<file path="config.mk">
export PLATFORM = sky130hd
export DESIGN_NAME = ctx_top
export DESIGN_NICKNAME = d
export VERILOG_FILES = /design/src/hdl/ctx_pkg.sv /design/src/hdl/ctx_err_state.sv /design/src/hdl/ctx_tx_pick.sv /design/src/hdl/ctx_top.sv
export VERILOG_INCLUDE_DIRS = /design/src /design/src/hdl
export SDC_FILE = /design/constraint.sdc
export NUM_CORES = 2
export LEC_CHECK = 0
export BUFFER_PORTS_ARGS = -buffer_cell sky130_fd_sc_hd__buf_2
export CAP_MARGIN = 5
export CORE_ASPECT_RATIO = 0.5
export CORE_MARGIN = 4
export CORE_UTILIZATION = 60
export DETAILED_ROUTE_END_ITERATION = 10
export PLACE_DENSITY = 0.78
export REMOVE_ABC_BUFFERS = 1
export SYNTH_ARGS = -nofsm -noshare
export SYNTH_HDL_FRONTEND = slang
export SYNTH_SLANG_ARGS = --single-unit
</file>
<file path="constraint.sdc">
create_clock -name pclk -period 15.7 [get_ports pclk]
set_clock_uncertainty 0.1 [all_clocks]
set_input_delay 3.14 -clock pclk [delete_from_list [all_inputs] [get_ports pclk]]
set_output_delay 3.14 -clock pclk [all_outputs]
set_load 0.05 [all_outputs]
</file>
<file path="src/hdl/ctx_map.svh">
`ifndef CTX_MAP_SVH
`define CTX_MAP_SVH
// ************************************************
// Sizes
// ************************************************
`define CTX_NBUF 6
`define CTX_NIRQ 5
// ************************************************
// Register byte addresses
// ************************************************
`define CTX_A_MODCTL 8'h00
`define CTX_A_MODST 8'h04
`define CTX_A_COMST 8'h08
`define CTX_A_IFLAG 8'h0C
`define CTX_A_IEN 8'h10
`define CTX_A_DIRSEL 8'h14
`define CTX_A_BIEN 8'h18
`define CTX_A_BDONE 8'h1C
`define CTX_A_BCTL 8'h20
`define CTX_A_BCTL_END 8'h38
`define CTX_A_BMEM 8'h40
`define CTX_A_BMEM_END 8'hA0
// ************************************************
// Field positions
// ************************************************
`define CTX_B_MODE_HI 1
`define CTX_B_MODE_LO 0
`define CTX_B_ABORT_ALL_REQUEST 4
`define CTX_B_PRIO_HI 1
`define CTX_B_PRIO_LO 0
`define CTX_B_REMOTE_REPLY_ENABLE 2
`define CTX_B_TREQ 3
`define CTX_B_TERR 4
`define CTX_B_ARBL 5
`define CTX_B_ABTD 6
`define CTX_B_IRQ_CODE_HI 3
`define CTX_B_IRQ_CODE_LO 1
`define CTX_I_RX 0
`define CTX_I_TX 1
`define CTX_I_ERR 2
`define CTX_I_WAKE 3
`define CTX_I_BERR 4
// ************************************************
// Limits and codes
// ************************************************
`define CTX_PASSIVE_LIM 9'h080
`define CTX_BUSOFF_LIM 9'h100
`define CTX_WARN_LIM 9'h060
`define CTX_REC_CNT_LAST 7'h7F
`define CTX_IC_NONE 3'h0
`define CTX_IC_ERR 3'h1
`define CTX_IC_BERR 3'h2
`define CTX_IC_TX 3'h3
`define CTX_IC_RX 3'h4
`define CTX_IC_WAKE 3'h5
`endif

</file>
<file path="src/hdl/ctx_pkg.sv">
package ctx_pkg;
  // ************************************************
  // Types
  // ************************************************
  typedef struct packed {
    logic [31:0] id;
    logic [3:0] dlc;
    logic [63:0] data;
  } ctx_frame_t;
  typedef struct packed {
    logic done;
    logic arb_lost;
    logic error;
  } ctx_tx_evt_t;
  typedef enum logic [1:0] {
    CTX_TX_IDLE = 2'h1,
    CTX_TX_BUSY = 2'h2
  } ctx_tx_state_t;
  typedef enum logic [2:0] {
    CTX_ERR_ACTIVE = 3'h1,
    CTX_ERR_PASSIVE = 3'h2,
    CTX_ERR_BUSOFF = 3'h4
  } ctx_err_mode_t;
endpackage

</file>
<file path="src/hdl/ctx_err_state.sv">
`timescale 1ns/1ps
`include "ctx_map.svh"
module ctx_err_state
  import ctx_pkg::*;
(
  // Clock and reset
  input wire logic pclk,
  input wire logic presetn,
  // Error counters and idle detector
  input wire logic [8:0] tec,
  input wire logic [7:0] rec,
  input wire logic recessive_11,
  // Error view
  output ctx_err_mode_t err_mode,
  output logic [5:0] status,
  output logic recovered
);
  ctx_err_mode_t mode_reg, mode_next;
  logic [6:0] rcnt_reg, rcnt_next;
  logic [5:0] st_reg;
  logic rec_reg;

  wire tx_pass = tec >= `CTX_PASSIVE_LIM;
  wire rx_pass = {1'b0, rec} >= `CTX_PASSIVE_LIM;
  wire tx_warn = tec >= `CTX_WARN_LIM;
  wire rx_warn = {1'b0, rec} >= `CTX_WARN_LIM;
  wire off_hit = tec >= `CTX_BUSOFF_LIM;
  wire rec_done = (mode_reg == CTX_ERR_BUSOFF) & recessive_11 &
    (rcnt_reg == `CTX_REC_CNT_LAST);

  always_comb begin
    mode_next = mode_reg;
    rcnt_next = 7'h00;
    case (mode_reg)
      CTX_ERR_ACTIVE: begin
        if (off_hit) begin
          mode_next = CTX_ERR_BUSOFF;
        end else if (tx_pass | rx_pass) begin
          mode_next = CTX_ERR_PASSIVE;
        end
      end
      CTX_ERR_PASSIVE: begin
        if (off_hit) begin
          mode_next = CTX_ERR_BUSOFF;
        end else if (!(tx_pass | rx_pass)) begin
          mode_next = CTX_ERR_ACTIVE;
        end
      end
      CTX_ERR_BUSOFF: begin
        // No firmware step needed to leave bus-off
        if (rec_done) begin
          mode_next = CTX_ERR_ACTIVE;
        end else if (recessive_11) begin
          rcnt_next = rcnt_reg + 7'h01;
        end else begin
          rcnt_next = rcnt_reg;
        end
      end
      default: mode_next = CTX_ERR_ACTIVE;
    endcase
  end

  always_ff @(posedge pclk or negedge presetn) begin
    if (!presetn) begin
      mode_reg <= CTX_ERR_ACTIVE;
      rcnt_reg <= 7'h00;
      st_reg <= 6'h00;
      rec_reg <= 1'b0;
    end else begin
      mode_reg <= mode_next;
      rcnt_reg <= rcnt_next;
      st_reg <= {mode_next == CTX_ERR_BUSOFF, tx_pass, rx_pass,
        tx_warn, rx_warn, tx_warn | rx_warn};
      rec_reg <= rec_done;
    end
  end

  assign err_mode = mode_reg;
  assign status = st_reg;
  assign recovered = rec_reg;
endmodule

</file>
<file path="src/hdl/ctx_tx_pick.sv">
`timescale 1ns/1ps
`include "ctx_map.svh"
module ctx_tx_pick
  import ctx_pkg::*;
(
  // Ready buffers and their priorities
  input wire logic [`CTX_NBUF-1:0] ready,
  input wire logic [2*`CTX_NBUF-1:0] prio,
  // Winner
  output logic valid,
  output logic [2:0] idx
);
  logic [1:0] best;

  // Equal priority goes to the higher buffer number
  always_comb begin
    valid = 1'b0;
    idx = 3'h0;
    best = 2'h0;
    for (int i = 0; i < `CTX_NBUF; i++) begin
      if (ready[i] && (!valid || prio[2*i +: 2] >= best)) begin
        valid = 1'b1;
        idx = 3'(i);
        best = prio[2*i +: 2];
      end
    end
  end
endmodule

</file>
<file path="src/hdl/ctx_top.sv">
// The APB interface to the registers and the register addresses are this design's own decisions.
`timescale 1ns/1ps
`include "ctx_map.svh"
// Function
// Auto remote reply sets request itself
// Pending buffer rejects all writes
// Firmware presets filter and reply data
// Buffer writable only with request clear
// Firmware loads identifiers and length first
// New request clears abort, arbitration, error
// Highest priority ready buffer sent when idle
// Success clears request, sets done flag
// Error keeps request, sets error flags
// Arbitration loss keeps request, sets flag
// Abort by clearing request or abort-all
// Unstarted or failed aborted message sets done; code sets the ABTD flag, not BDONE
// Running message finishes, no abort flag
// Only hardware clears abort requests
// Passive when a counter reaches 128
// Bus-off when transmit counter reaches 256
// Recover after 128 idle sequences
// Warning flag at counter 96
// Flags and enables in two registers
// Read-only interrupt code names pending source
// Shared transmit flag, single error flag; code keeps a separate BERR flag for transmit errors beside ERR
// Receive, wake, error and transmit sources
module ctx_top
  import ctx_pkg::*;
(
  // Clock and reset
  input wire logic pclk,
  input wire logic presetn,
  // APB slave
  input wire logic psel,
  input wire logic penable,
  input wire logic pwrite,
  input wire logic [7:0] paddr,
  input wire logic [31:0] pwdata,
  output logic [31:0] prdata,
  output logic pready,
  output logic pslverr,
  // Protocol engine status
  input wire logic bus_idle,
  input wire ctx_tx_evt_t tx_evt,
  input wire logic rtr_hit,
  input wire logic [2:0] rtr_buf,
  input wire logic rx_done,
  input wire logic rx_overrun,
  input wire logic wake,
  input wire logic recessive_11,
  input wire logic [8:0] tec,
  input wire logic [7:0] rec,
  // Protocol engine requests
  output logic tx_start,
  output ctx_frame_t tx_frame,
  output logic [2:0] tx_buf,
  output logic busoff_recovered,
  output logic irq
);
  // ************************************************
  // Helpers
  // ************************************************
  function automatic logic [4:0] ctx_word_of(input logic [7:0] a,
      input logic [7:0] base);
    logic [7:0] d;
    d = a - base;
    return d[6:2];
  endfunction

  function automatic logic [4:0] ctx_mem_at(input logic [2:0] b,
      input logic [1:0] w);
    return {b, w};
  endfunction

  // ************************************************
  // State
  // ************************************************
  localparam int NB = `CTX_NBUF;
  ctx_tx_state_t st_reg, st_next;
  logic [31:0] mem [0:4*NB-1];
  logic [1:0] mode_reg;
  logic abort_all_request_reg, abort_all_request_next;
  logic [NB-1:0] treq_reg, treq_next, abtd_reg, abtd_next;
  logic [NB-1:0] arbl_reg, arbl_next, terr_reg, terr_next;
  logic [NB-1:0] abtp_reg, abtp_next, remote_reply_enable_reg, remote_reply_enable_next;
  logic [NB-1:0] dirsel_reg, bien_reg, bdone_reg, bdone_next;
  logic [NB-1:0] treq_prev_reg;
  logic [2*NB-1:0] prio_reg, prio_next;
  logic [`CTX_NIRQ-1:0] iflag_reg, iflag_set;
  logic [7:0] ien_reg;
  logic [5:0] est_prev_reg;
  logic [2:0] cur_reg;
  logic [31:0] prdata_reg, rdata;
  logic pready_reg, pslverr_reg, irq_reg, tx_start_reg;
  ctx_frame_t frame_reg;
  logic ctl_wr, rtr_i, cur_i, set_req, abort_any;
  ctx_err_mode_t err_mode;
  logic [5:0] est;
  logic recovered;
  logic pick_valid;
  logic [2:0] pick_idx;

  // ************************************************
  // APB decode
  // ************************************************
  // One wait state keeps every answer registered
  wire acc = psel & penable & pready_reg;
  wire wr = acc & pwrite;
  wire rd_load = psel & penable & ~pready_reg;
  wire aligned = paddr[1:0] == 2'h0;
  wire bctl_hit = aligned & (paddr >= `CTX_A_BCTL) &
    (paddr < `CTX_A_BCTL_END);
  wire bmem_hit = aligned & (paddr >= `CTX_A_BMEM) &
    (paddr < `CTX_A_BMEM_END);
  wire [4:0] bidx_w = ctx_word_of(paddr, `CTX_A_BCTL);
  wire [2:0] bidx = bidx_w[2:0];
  wire [4:0] midx = ctx_word_of(paddr, `CTX_A_BMEM);
  wire [2:0] mbuf = midx[4:2];
  wire reg_hit = aligned & (paddr <= `CTX_A_BDONE);
  wire mapped = reg_hit | bctl_hit | bmem_hit;
  wire busy = st_reg == CTX_TX_BUSY;
  wire mode_on = mode_reg != 2'h0;
  wire mem_wr = wr & bmem_hit & ~treq_reg[mbuf];
  wire dir_wr = wr & (paddr == `CTX_A_DIRSEL);
  wire [NB-1:0] ready = treq_reg & ~abtp_reg & {NB{~abort_all_request_reg}};
  wire cur_abort = abtp_reg[cur_reg] | abort_all_request_reg;
  wire [NB-1:0] new_req = treq_reg & ~treq_prev_reg;
  wire set_req_any = |new_req;
  wire start = (st_reg == CTX_TX_IDLE) & pick_valid & bus_idle &
    (err_mode != CTX_ERR_BUSOFF);
  wire tx_end = busy & (tx_evt.done | tx_evt.arb_lost | tx_evt.error);
  wire err_evt = (|(est[5:1] & ~est_prev_reg[5:1])) | rx_overrun;
  wire [`CTX_NIRQ-1:0] iflag_clr = (wr && paddr == `CTX_A_IFLAG) ?
    pwdata[`CTX_NIRQ-1:0] : '0;
  wire [NB-1:0] bdone_clr = (wr && paddr == `CTX_A_BDONE) ?
    pwdata[NB-1:0] : '0;
  wire [`CTX_NIRQ-1:0] iflag_on = iflag_reg & ien_reg[`CTX_NIRQ-1:0];
  wire [2:0] irq_code = iflag_on[`CTX_I_ERR] ? `CTX_IC_ERR :
    iflag_on[`CTX_I_BERR] ? `CTX_IC_BERR :
    iflag_on[`CTX_I_TX] ? `CTX_IC_TX :
    iflag_on[`CTX_I_RX] ? `CTX_IC_RX :
    iflag_on[`CTX_I_WAKE] ? `CTX_IC_WAKE : `CTX_IC_NONE;

  // ************************************************
  // Submodules
  // ************************************************
  ctx_tx_pick u_pick (
    .ready(ready),
    .prio(prio_reg),
    .valid(pick_valid),
    .idx(pick_idx)
  );

  ctx_err_state u_err (
    .pclk(pclk),
    .presetn(presetn),
    .tec(tec),
    .rec(rec),
    .recessive_11(recessive_11),
    .err_mode(err_mode),
    .status(est),
    .recovered(recovered)
  );

  // ************************************************
  // Buffer control
  // ************************************************
  always_comb begin
    treq_next = treq_reg;
    abtd_next = abtd_reg;
    arbl_next = arbl_reg;
    terr_next = terr_reg;
    abtp_next = abtp_reg;
    remote_reply_enable_next = remote_reply_enable_reg;
    prio_next = prio_reg;
    bdone_next = bdone_reg & ~bdone_clr;
    ctl_wr = 1'b0;
    rtr_i = 1'b0;
    cur_i = 1'b0;
    set_req = 1'b0;
    abort_any = 1'b0;
    for (int i = 0; i < NB; i++) begin
      ctl_wr = wr & bctl_hit & (bidx == 3'(i));
      rtr_i = rtr_hit & mode_on & dirsel_reg[i] & remote_reply_enable_reg[i] &
        (rtr_buf == 3'(i));
      cur_i = busy & (cur_reg == 3'(i));
      abort_any = abtp_reg[i] | abort_all_request_reg;
      set_req = ~treq_reg[i] &
        ((ctl_wr & pwdata[`CTX_B_TREQ]) | rtr_i);
      if (ctl_wr & ~treq_reg[i]) begin
        remote_reply_enable_next[i] = pwdata[`CTX_B_REMOTE_REPLY_ENABLE];
        prio_next[2*i +: 2] = pwdata[`CTX_B_PRIO_HI:`CTX_B_PRIO_LO];
      end
      // Clearing the request while pending is an abort, not a write
      if (ctl_wr & treq_reg[i] &
          (~pwdata[`CTX_B_TREQ] | pwdata[`CTX_B_ABTD])) begin
        abtp_next[i] = 1'b1;
      end
      if (set_req) begin
        treq_next[i] = 1'b1;
        abtd_next[i] = 1'b0;
        arbl_next[i] = 1'b0;
        terr_next[i] = 1'b0;
      end
      if (cur_i & tx_evt.done) begin
        treq_next[i] = 1'b0;
        bdone_next[i] = 1'b1;
      end
      if (cur_i & tx_evt.arb_lost) begin
        arbl_next[i] = 1'b1;
      end
      if (cur_i & tx_evt.error) begin
        terr_next[i] = 1'b1;
      end
      if (abort_any & treq_reg[i] &
          ((~cur_i) | (tx_evt.arb_lost | tx_evt.error))) begin
        treq_next[i] = 1'b0;
        abtd_next[i] = 1'b1;
      end
      if (!treq_next[i]) begin
        abtp_next[i] = 1'b0;
      end
    end
  end

  // Abort-all drops itself once nothing is pending
  always_comb begin
    abort_all_request_next = abort_all_request_reg;
    if (abort_all_request_reg && treq_next == '0) begin
      abort_all_request_next = 1'b0;
    end
    if (wr && paddr == `CTX_A_MODCTL && pwdata[`CTX_B_ABORT_ALL_REQUEST]) begin
      abort_all_request_next = 1'b1;
    end
  end

  // ************************************************
  // Interrupt flags
  // ************************************************
  always_comb begin
    iflag_set = '0;
    iflag_set[`CTX_I_RX] = rx_done;
    iflag_set[`CTX_I_TX] = busy & tx_evt.done;
    iflag_set[`CTX_I_ERR] = err_evt;
    iflag_set[`CTX_I_WAKE] = wake;
    iflag_set[`CTX_I_BERR] = busy & tx_evt.error;
  end

  // ************************************************
  // Transmit sequencing
  // ************************************************
  always_comb begin
    case (st_reg)
      CTX_TX_IDLE: st_next = start ? CTX_TX_BUSY : CTX_TX_IDLE;
      CTX_TX_BUSY: st_next = tx_end ? CTX_TX_IDLE : CTX_TX_BUSY;
      default: st_next = CTX_TX_IDLE;
    endcase
  end

  // ************************************************
  // Read data
  // ************************************************
  always_comb begin
    rdata = 32'h0000_0000;
    if (paddr == `CTX_A_MODCTL) begin
      rdata[`CTX_B_MODE_HI:`CTX_B_MODE_LO] = mode_reg;
      rdata[`CTX_B_ABORT_ALL_REQUEST] = abort_all_request_reg;
    end else if (paddr == `CTX_A_MODST) begin
      rdata[`CTX_B_IRQ_CODE_HI:`CTX_B_IRQ_CODE_LO] = irq_code;
    end else if (paddr == `CTX_A_COMST) begin
      rdata = {err_mode, 4'h0, tec, rec, 2'h0, est};
    end else if (paddr == `CTX_A_IFLAG) begin
      rdata[`CTX_NIRQ-1:0] = iflag_reg;
    end else if (paddr == `CTX_A_IEN) begin
      rdata[7:0] = ien_reg;
    end else if (paddr == `CTX_A_DIRSEL) begin
      rdata[NB-1:0] = dirsel_reg;
    end else if (paddr == `CTX_A_BIEN) begin
      rdata[NB-1:0] = bien_reg;
    end else if (paddr == `CTX_A_BDONE) begin
      rdata[NB-1:0] = bdone_reg;
    end else if (bctl_hit) begin
      rdata[`CTX_B_TREQ] = treq_reg[bidx];
      rdata[`CTX_B_ABTD] = abtd_reg[bidx];
      rdata[`CTX_B_ARBL] = arbl_reg[bidx];
      rdata[`CTX_B_TERR] = terr_reg[bidx];
      rdata[`CTX_B_REMOTE_REPLY_ENABLE] = remote_reply_enable_reg[bidx];
      rdata[`CTX_B_PRIO_HI:`CTX_B_PRIO_LO] = prio_reg[2*bidx +: 2];
    end else if (bmem_hit) begin
      rdata = mem[midx];
    end
  end

  // ************************************************
  // Registers
  // ************************************************
  always_ff @(posedge pclk or negedge presetn) begin
    if (!presetn) begin
      treq_reg <= '0;
      abtd_reg <= '0;
      arbl_reg <= '0;
      terr_reg <= '0;
      abtp_reg <= '0;
      remote_reply_enable_reg <= '0;
      prio_reg <= '0;
      bdone_reg <= '0;
      abort_all_request_reg <= 1'b0;
      iflag_reg <= '0;
      est_prev_reg <= 6'h00;
      treq_prev_reg <= '0;
    end else begin
      treq_reg <= treq_next;
      abtd_reg <= abtd_next;
      arbl_reg <= arbl_next;
      terr_reg <= terr_next;
      abtp_reg <= abtp_next;
      remote_reply_enable_reg <= remote_reply_enable_next;
      prio_reg <= prio_next;
      bdone_reg <= bdone_next;
      abort_all_request_reg <= abort_all_request_next;
      // A new event wins over a clear in the same cycle
      iflag_reg <= (iflag_reg & ~iflag_clr) | iflag_set;
      est_prev_reg <= est;
      treq_prev_reg <= treq_reg;
    end
  end

  always_ff @(posedge pclk or negedge presetn) begin
    if (!presetn) begin
      mode_reg <= 2'h0;
      ien_reg <= 8'h00;
      dirsel_reg <= '0;
      bien_reg <= '0;
    end else if (wr) begin
      if (paddr == `CTX_A_MODCTL) begin
        mode_reg <= pwdata[`CTX_B_MODE_HI:`CTX_B_MODE_LO];
      end
      if (paddr == `CTX_A_IEN) begin
        ien_reg <= pwdata[7:0];
      end
      if (paddr == `CTX_A_BIEN) begin
        bien_reg <= pwdata[NB-1:0];
      end
      if (dir_wr) begin
        dirsel_reg <= (dirsel_reg & treq_reg) |
          (pwdata[NB-1:0] & ~treq_reg);
      end
    end
  end

  always_ff @(posedge pclk or negedge presetn) begin
    if (!presetn) begin
      for (int j = 0; j < 4 * NB; j++) begin
        mem[j] <= 32'h0000_0000;
      end
    end else if (mem_wr) begin
      mem[midx] <= pwdata;
    end
  end

  always_ff @(posedge pclk or negedge presetn) begin
    if (!presetn) begin
      st_reg <= CTX_TX_IDLE;
      cur_reg <= 3'h0;
      frame_reg <= '0;
      tx_start_reg <= 1'b0;
    end else begin
      st_reg <= st_next;
      tx_start_reg <= start;
      if (start) begin
        cur_reg <= pick_idx;
        frame_reg.id <= mem[ctx_mem_at(pick_idx, 2'h0)];
        frame_reg.dlc <= mem[ctx_mem_at(pick_idx, 2'h1)][3:0];
        frame_reg.data <= {mem[ctx_mem_at(pick_idx, 2'h3)],
          mem[ctx_mem_at(pick_idx, 2'h2)]};
      end
    end
  end

  always_ff @(posedge pclk or negedge presetn) begin
    if (!presetn) begin
      pready_reg <= 1'b0;
      pslverr_reg <= 1'b0;
      prdata_reg <= 32'h0000_0000;
      irq_reg <= 1'b0;
    end else begin
      pready_reg <= rd_load;
      pslverr_reg <= rd_load & ~mapped;
      if (rd_load) begin
        prdata_reg <= rdata;
      end
      irq_reg <= (|iflag_on) | (|(bdone_reg & bien_reg));
    end
  end

  assign prdata = prdata_reg;
  assign pready = pready_reg;
  assign pslverr = pslverr_reg;
  assign tx_start = tx_start_reg;
  assign tx_frame = frame_reg;
  assign tx_buf = cur_reg;
  assign busoff_recovered = recovered;
  assign irq = irq_reg;
endmodule

</file>
* Yosys cells after proc, flatten, opt, wreduce, memory -nomap -nowiden
Index checks and enable logic that the tools add are counted.
** Cells by class
- Add/sub/neg operators :: 3
- Order comparisons :: 23
- Div/mod/pow operators :: 0
- Multipliers :: 0
- Mux-type cells :: 161
- Eq/ne operators :: 37
- Shift-type cells :: 1
- Bitwise operators :: 179
- Reductions and logical operators :: 54
** Operator list (number)
- 32-bit binary-select mux with 5-bit select :: 5
- 768-bit bitwise mux :: 1
- 32-bit 2-to-1 mux :: 11
- 26-bit 2-to-1 mux :: 8
- 32-bit demux with 5-bit select :: 1
- 1-bit bitwise AND :: 113
- 7-bit 2-to-1 mux :: 12
- 1-bit 2-to-1 mux :: 77
- 27-bit 2-to-1 mux :: 2
- 2-bit nonzero test :: 20
- 3-bit 2-to-1 mux :: 13
- 6-bit bitwise AND :: 6
- 8-bit by 5-bit == test with 1-bit output, second input constant :: 4
- 6-bit >= comparator, second input constant :: 5
- 5-bit inverter with 6-bit output :: 5
- 28-bit 2-to-1 mux :: 1
- 1-bit OR :: 28
- 25-bit 2-to-1 mux :: 1
- 3-bit == test, second input constant :: 8
- 24-bit 2-to-1 mux :: 1
- 6-bit 2-to-1 mux :: 4
- 2-bit 2-to-1 mux :: 11
- 3-bit by 2-bit == test with 1-bit output, second input constant :: 7
- 1-bit binary-select mux with 3-bit select :: 6
- 46 further kinds :: 108
** Word-level totals
- Input port bits :: 74
- RAM bits :: 0
- ROM bits :: 0
- Output and inout bits :: 140
- Register bits :: 1014
- Memories :: 0
- Word-level logic and storage cells :: 541
- Latch bits :: 0

* Longest topological paths before layout
- Depth in word-level cells :: 29
- Gate-level depth with buffers :: 37
- Mapped depth without buffers :: 32

* Cells and area by module
From an unflattened synthesis, not the netlist that was laid out.
** Unflattened totals
- Cell total of the unflattened synthesis :: 3604
- Area total of the unflattened synthesis :: 50517.2 sq um
** Modules (own cells, without submodules)
- ctx_top :: area an instance 49308.5 sq um, times used 1, sequential area each 24925.2 sq um, cells an instance 3475
- ctx_err_state :: area an instance 738.2 sq um, times used 1, sequential area each 426.7 sq um, cells an instance 63
- ctx_tx_pick :: area an instance 470.5 sq um, times used 1, sequential area each 0.0 sq um, cells an instance 66

* Worst setup path before layout
No wires, ideal clock.
- Path kind :: flip-flop to flip-flop
- Start point :: register abort_all_request_reg
- End point :: register frame_reg, in the netlist tx_frame[25]
- Clock period less this slack :: 7612 ps
- Stages on the path, launching flop included :: 35
- Slack :: 8088 ps
- Buffers on the path :: 4
- Required time :: 15513 ps
- Arrival :: 7425 ps
- Library setup time :: 87 ps
- Cell sequence :: dfrtp_1 > buf_6 > nor2_1 > and3_1 > ha_1 > nand2b_1 > a21oi_1 > a21oi_1 > a22o_1 > ha_1 > nand2b_1 > a21oi_1 > a21o_1 > mux2_2 > ha_1 > nand2b_1 > a21oi_1 > o22ai_2 > or3b_2 > and2_1 > ha_1 > a21oi_1 > a21o_1 > buf_4 > clkbuf_1 > nor2_1 > a31oi_1 > ha_1 > nand2b_1 > a21o_1 > a2111o_1 > a2111oi_4 > buf_6 > a22oi_1 > o211ai_1
** On the way
- Word-level cells in the longest chain between the ends :: 27
- Elaborated cells on any way between the ends :: 45
- Classes of those cells :: order compare: 5; mux: 19; bitwise: 6; reduce/logical: 15
** RTL lines
- from (decl) :: line ctx_top.sv:82 : logic abort_all_request_reg, abort_all_request_next;
- from (signal assigned) :: line ctx_top.sv:320 : abort_all_request_reg <= abort_all_request_next;
- 1-bit inverter * :: line ctx_top.sv:125 : wire [NB-1:0] ready = treq_reg & ~abtp_reg & {NB{~abort_all_request_reg}};
- 6-bit bitwise AND * :: line ctx_top.sv:125
- 2-bit 2-to-1 mux / 1-bit 2-to-1 mux (equally long branches) :: line ctx_tx_pick.sv:21 : if (ready[i] && (!valid || prio[2*i +: 2] >= best)) begin
- 2-bit >= comparator / 1-bit zero test (equally long branches) :: line ctx_tx_pick.sv:21
- 1-bit logical OR :: line ctx_tx_pick.sv:21
- 1-bit logical AND :: line ctx_tx_pick.sv:21
- 2-bit 2-to-1 mux / 1-bit 2-to-1 mux (equally long branches) :: line ctx_tx_pick.sv:21
- 2-bit >= comparator / 1-bit zero test (equally long branches) :: line ctx_tx_pick.sv:21
- (+10 left out)
- 2-bit 2-to-1 mux / 1-bit 2-to-1 mux (equally long branches) :: line ctx_tx_pick.sv:21
- 2-bit >= comparator / 1-bit zero test (equally long branches) :: line ctx_tx_pick.sv:21
- 1-bit logical OR :: line ctx_tx_pick.sv:21
- 1-bit logical AND :: line ctx_tx_pick.sv:21
- 3-bit 2-to-1 mux :: line ctx_tx_pick.sv:21
- 5-bit inverter with 6-bit output (not written as such) :: line ctx_top.sv:375 : mem[ctx_mem_at(pick_idx, 2'h2)]};
- 32-bit binary-select mux with 5-bit select :: line ctx_top.sv:375
- 32-bit 2-to-1 mux (not written as such) (2 in a row) :: line ctx_top.sv:375
- to (decl) :: line ctx_top.sv:95 : ctx_frame_t frame_reg;
Mark *: on every way between the ends. The rest lies on a longest branch, timed or not. The select of a mux whose other input is x is not followed.
A chain may end at the register's enable or synchronous reset.

* Worst setup path in the final report
- Start point :: register abort_all_request_reg
- End point :: register frame_reg, in the netlist tx_frame[66]
** On the way
- Word-level cells in the longest chain between the ends :: 27
- Elaborated cells on any way between the ends :: 45
- Classes of those cells :: order compare: 5; mux: 19; bitwise: 6; reduce/logical: 15
** RTL lines
- 1-bit inverter * :: line ctx_top.sv:125
- 6-bit bitwise AND * :: line ctx_top.sv:125
- 2-bit 2-to-1 mux / 1-bit 2-to-1 mux (equally long branches) :: line ctx_tx_pick.sv:21
- 2-bit >= comparator / 1-bit zero test (equally long branches) :: line ctx_tx_pick.sv:21
- 1-bit logical OR :: line ctx_tx_pick.sv:21
- 1-bit logical AND :: line ctx_tx_pick.sv:21
- 2-bit 2-to-1 mux / 1-bit 2-to-1 mux (equally long branches) :: line ctx_tx_pick.sv:21
- 2-bit >= comparator / 1-bit zero test (equally long branches) :: line ctx_tx_pick.sv:21
- (+10 left out)
- 2-bit 2-to-1 mux / 1-bit 2-to-1 mux (equally long branches) :: line ctx_tx_pick.sv:21
- 2-bit >= comparator / 1-bit zero test (equally long branches) :: line ctx_tx_pick.sv:21
- 1-bit logical OR :: line ctx_tx_pick.sv:21
- 1-bit logical AND :: line ctx_tx_pick.sv:21
- 3-bit 2-to-1 mux :: line ctx_tx_pick.sv:21
- 5-bit inverter with 6-bit output (not written as such) :: line ctx_top.sv:373 : frame_reg.dlc <= mem[ctx_mem_at(pick_idx, 2'h1)][3:0];
- 32-bit binary-select mux with 5-bit select :: line ctx_top.sv:373
- 4-bit 2-to-1 mux (not written as such) (2 in a row) :: line ctx_top.sv:373
Marks and branches as above.

==> run metrics <==
overall global routing resource usage between 30% and 40%; cell-internal power 4061 µW; fraction of layout instances using a drive strength above 1 41.41%; clock root buffer clkbuf_16; largest area contributor in the netlist dfrtp_1; Post-Layout Cell Count between 4000 and 5000; crit path time final 10040 ps; DP Wirelength 95.11 mm; flip-flop and latch count after synthesis 1013; antenna viol nets, final 0; PostCTS Resize Cnt 0; setup repair bufs after CTS 0; top-count cell post-synth dfrtp_1; vias in the first global route 36450; worst r2r path cells 32; Hold Crit Class flip-flop to flip-flop; CP arrival 10460 ps; Data required, critical path 16120 ps; number of max-slew violations in the final report 0; Core Rows 74; average wire per cell in the routed design about 34 µm; area fraction of the dominant cell type after synthesis 50.78%; placer congestion estimate around 0.98; H-tree level count 3; cell with the largest stage delay on the worst path a32o_4; core outline area 0.08194 mm²; post-route setup TNS 0 ps; Clk pwr share 40.4%; startpoint type of the worst setup path flip-flop; filler cell count 5743; final clock period utilization by the worst path 63.96%; area added between synthesis and finish 9.539%; overall power consumption 5624 µW; wire length after detailed routing between 150 and 200 mm; Setup-failing EPs final 0; total area of multi-input combinational cells 0.02309 mm²; effective utilization at floorplan between 60% and 70%; Post-Synthesis Cell Area 0.04982 mm²; capturing element of the worst setup path tx_frame[66]; logic gate share of total power 10.7%; async set or reset register ratio after synthesis 100.0%; DIE WIDTH 415.5 µm; number of buffers inserted by hold repair at cts 0; commonest cells in the netlist 1011 x dfrtp_1, 858 x mux2_2, 225 x mux4_2, 178 x o21ai_0, 176 x clkbuf_1; CP startpoint abort_all_request_reg; Sequential Area 0.02535 mm²; clock network latency to the later pin of the worst-skew pair approximately 700 ps; power spent charging and discharging nets 1563 µW; fraction of the yosys area taken by sequential cells about half; Post-Route Utilization between 60% and 70%; DR vias 35630; internal reg-to-reg setup slack 5660 ps; First DRT Iteration DRCs 4430; Worst setup EP type flip-flop; result of the run finished clean; proportion of total power due to net switching between 20 and 30%; end of the worst register-to-register path tx_frame[66]; Area contributors post-synth dfrtp_1 51%, mux2_2 19%, mux4_2 10%; Seq pwr share 48.9%; number of hold violations in the final report 0; total overflow reported by the global router 0; I/O pins 214; Fmax 0.09958 GHz; die area 0.08799 mm²; number of distinct library cell variants in the gate-level netlist after synthesis 85; max-cap check violation count 0; maximum buffer depth of the clock tree 3; clock tree from TritonCTS built; number of antenna violations at the first check in global routing 5; type of the setup path with the least slack flip-flop to flip-flop; Pre-antenna DRT Iters 7; clock-pin slew reported for the worst setup and hold paths after clock tree synthesis 70 ps; dominant register cell in the synthesized netlist dfrtp_1; launch point of the worst reg-to-reg path abort_all_request_reg; number of flip-flops in the largest register 768; final net count 3817; Syn. warnings 0; Vias/cell 7.272; first-pass GRT wire length 245.2 mm; biggest cell delay along the critical path 820 ps; cell count after placement 4739; Avg Inst Size Synth approximately 13 µm²; worst slew margin relative to its limit 12.34%; maximum vdd ir drop 74.01 µV; Die Ht 211.8 µm; setup repair after global routing missed its margin no; Cell Pwr Density 103.1 mW/mm²; Worst Path Max Fanout 54; final-layout worst hold slack 315.2 ps; TritonCTS Buffers 91; DRC violation count after routing 0; standby leakage power ~0.026 µW; largest net degree at the start of global routing 170; EDFF count, synth 0; clock tree sinks 1013; Post-Synthesis Cells 3695; actual transition at the worst max-transition pin approximately 1300 ps; PortBufs 213
routing by layer:
metal  up-vias  track usage [%]  share of wire, %  wire length [µm]
met3       519            11.67                13             20840
met5         -                0             0.017                28
met2      2468            55.76                44             72280
li1      14120                -                 -                 -
met1     18530            52.13                38             63430
met4         4            16.65               5.1              8380
critical path: cells and delay by family, from the launching register on:
family / cells / cell delay, ps
AND/OR/NAND/NOR: 8 / 1480
adder cells (fa/ha/maj): 5 / 1320
multiplexers: 1 / 380
buffers and inverters: 3 / 1750
AO/OA/AOI/OAI: 15 / 3960
flip-flops: 1 / 760
logic make-up (layout without fill, tap and decap cells):
kind of cell | after synthesis | after routing | synth area share, %
simple gates | 441 | 441 | 4.380
buf+inv | 374 | 473 | 3.308
xor+xnor | 6 | 6 | 0.1055
fa+ha+maj | 13 | 13 | 0.3265
other cells | 0 | 4 | 0
mux | 1187 | 1187 | 31.66
flops | 1013 | 1013 | 50.89
compound gates | 661 | 661 | 9.335
placed cells by master, fill, tap and decap left out, types with 19 or more instances in the layout:
master and n:
inv_1 23, nor2_1 78, nor2_4 20, clkbuf_16 92
nand2_1 111, mux2_2 858, mux2i_1 103, buf_2 208
a221o_1 75, buf_4 78, dfrtp_1 1011, o211ai_1 79
a21oi_1 43, clkbuf_1 19, mux4_2 225, o21ai_0 178
nor3_1 67, nand3_1 27, a211oi_1 31, and3_1 31
a22oi_1 122
cell type report:
type | instances | area share [%]
antenna | 4 | 0.01834
clock buffer | 127 | 4.753
clock inverter | 30 | 0.6259
inverter | 25 | 0.1743
multi-input combinational | 2308 | 42.31
sequential | 1013 | 46.46
tap | 1102 | 2.527
timing repair buffer | 291 | 3.137
worst min path at each step:
| stage | startpoint | to | slack (ps) | depth (start not counted) |
|---|---|---|---|---|
| 6_report | u_err.status[1] | est_prev_reg[1] | 320 | 0 |
| 5_1_grt | u_err.status[3] | est_prev_reg[3] | 340 | 0 |
| 4_1_cts | u_err.status[1] | est_prev_reg[1] | 320 | 0 |
| 3_5_place_dp | u_err.status[1] | est_prev_reg[1] | 300 | 0 |
| 3_3_place_gp | u_err.status[1] | est_prev_reg[1] | 290 | 0 |
| 2_1_floorplan | u_err.status[3] | est_prev_reg[3] | 270 | 0 |
per-stage QoR:
| step | setup slack, ps | cell area (µm²) |
|---|---|---|
| final | 5658 | 54570 |
| after global routing | 5105 | 54570 |
| after CTS | 5872 | 54560 |
| after detailed placement | 5907 | 51630 |
| after global placement | 6176 | 51630 |
| after floorplan | 2790 | 48270 |
power groups by stage:
stage	Sequential [µW]	Clock [µW]	Combinational [µW]
final	2750	2270	601
after global routing	2750	2400	632
after CTS	2750	2280	599
after detailed placement	2800	0	595
after global placement	2800	0	584
after floorplan	2960	0	136
Power figures use the tool's default switching activity.
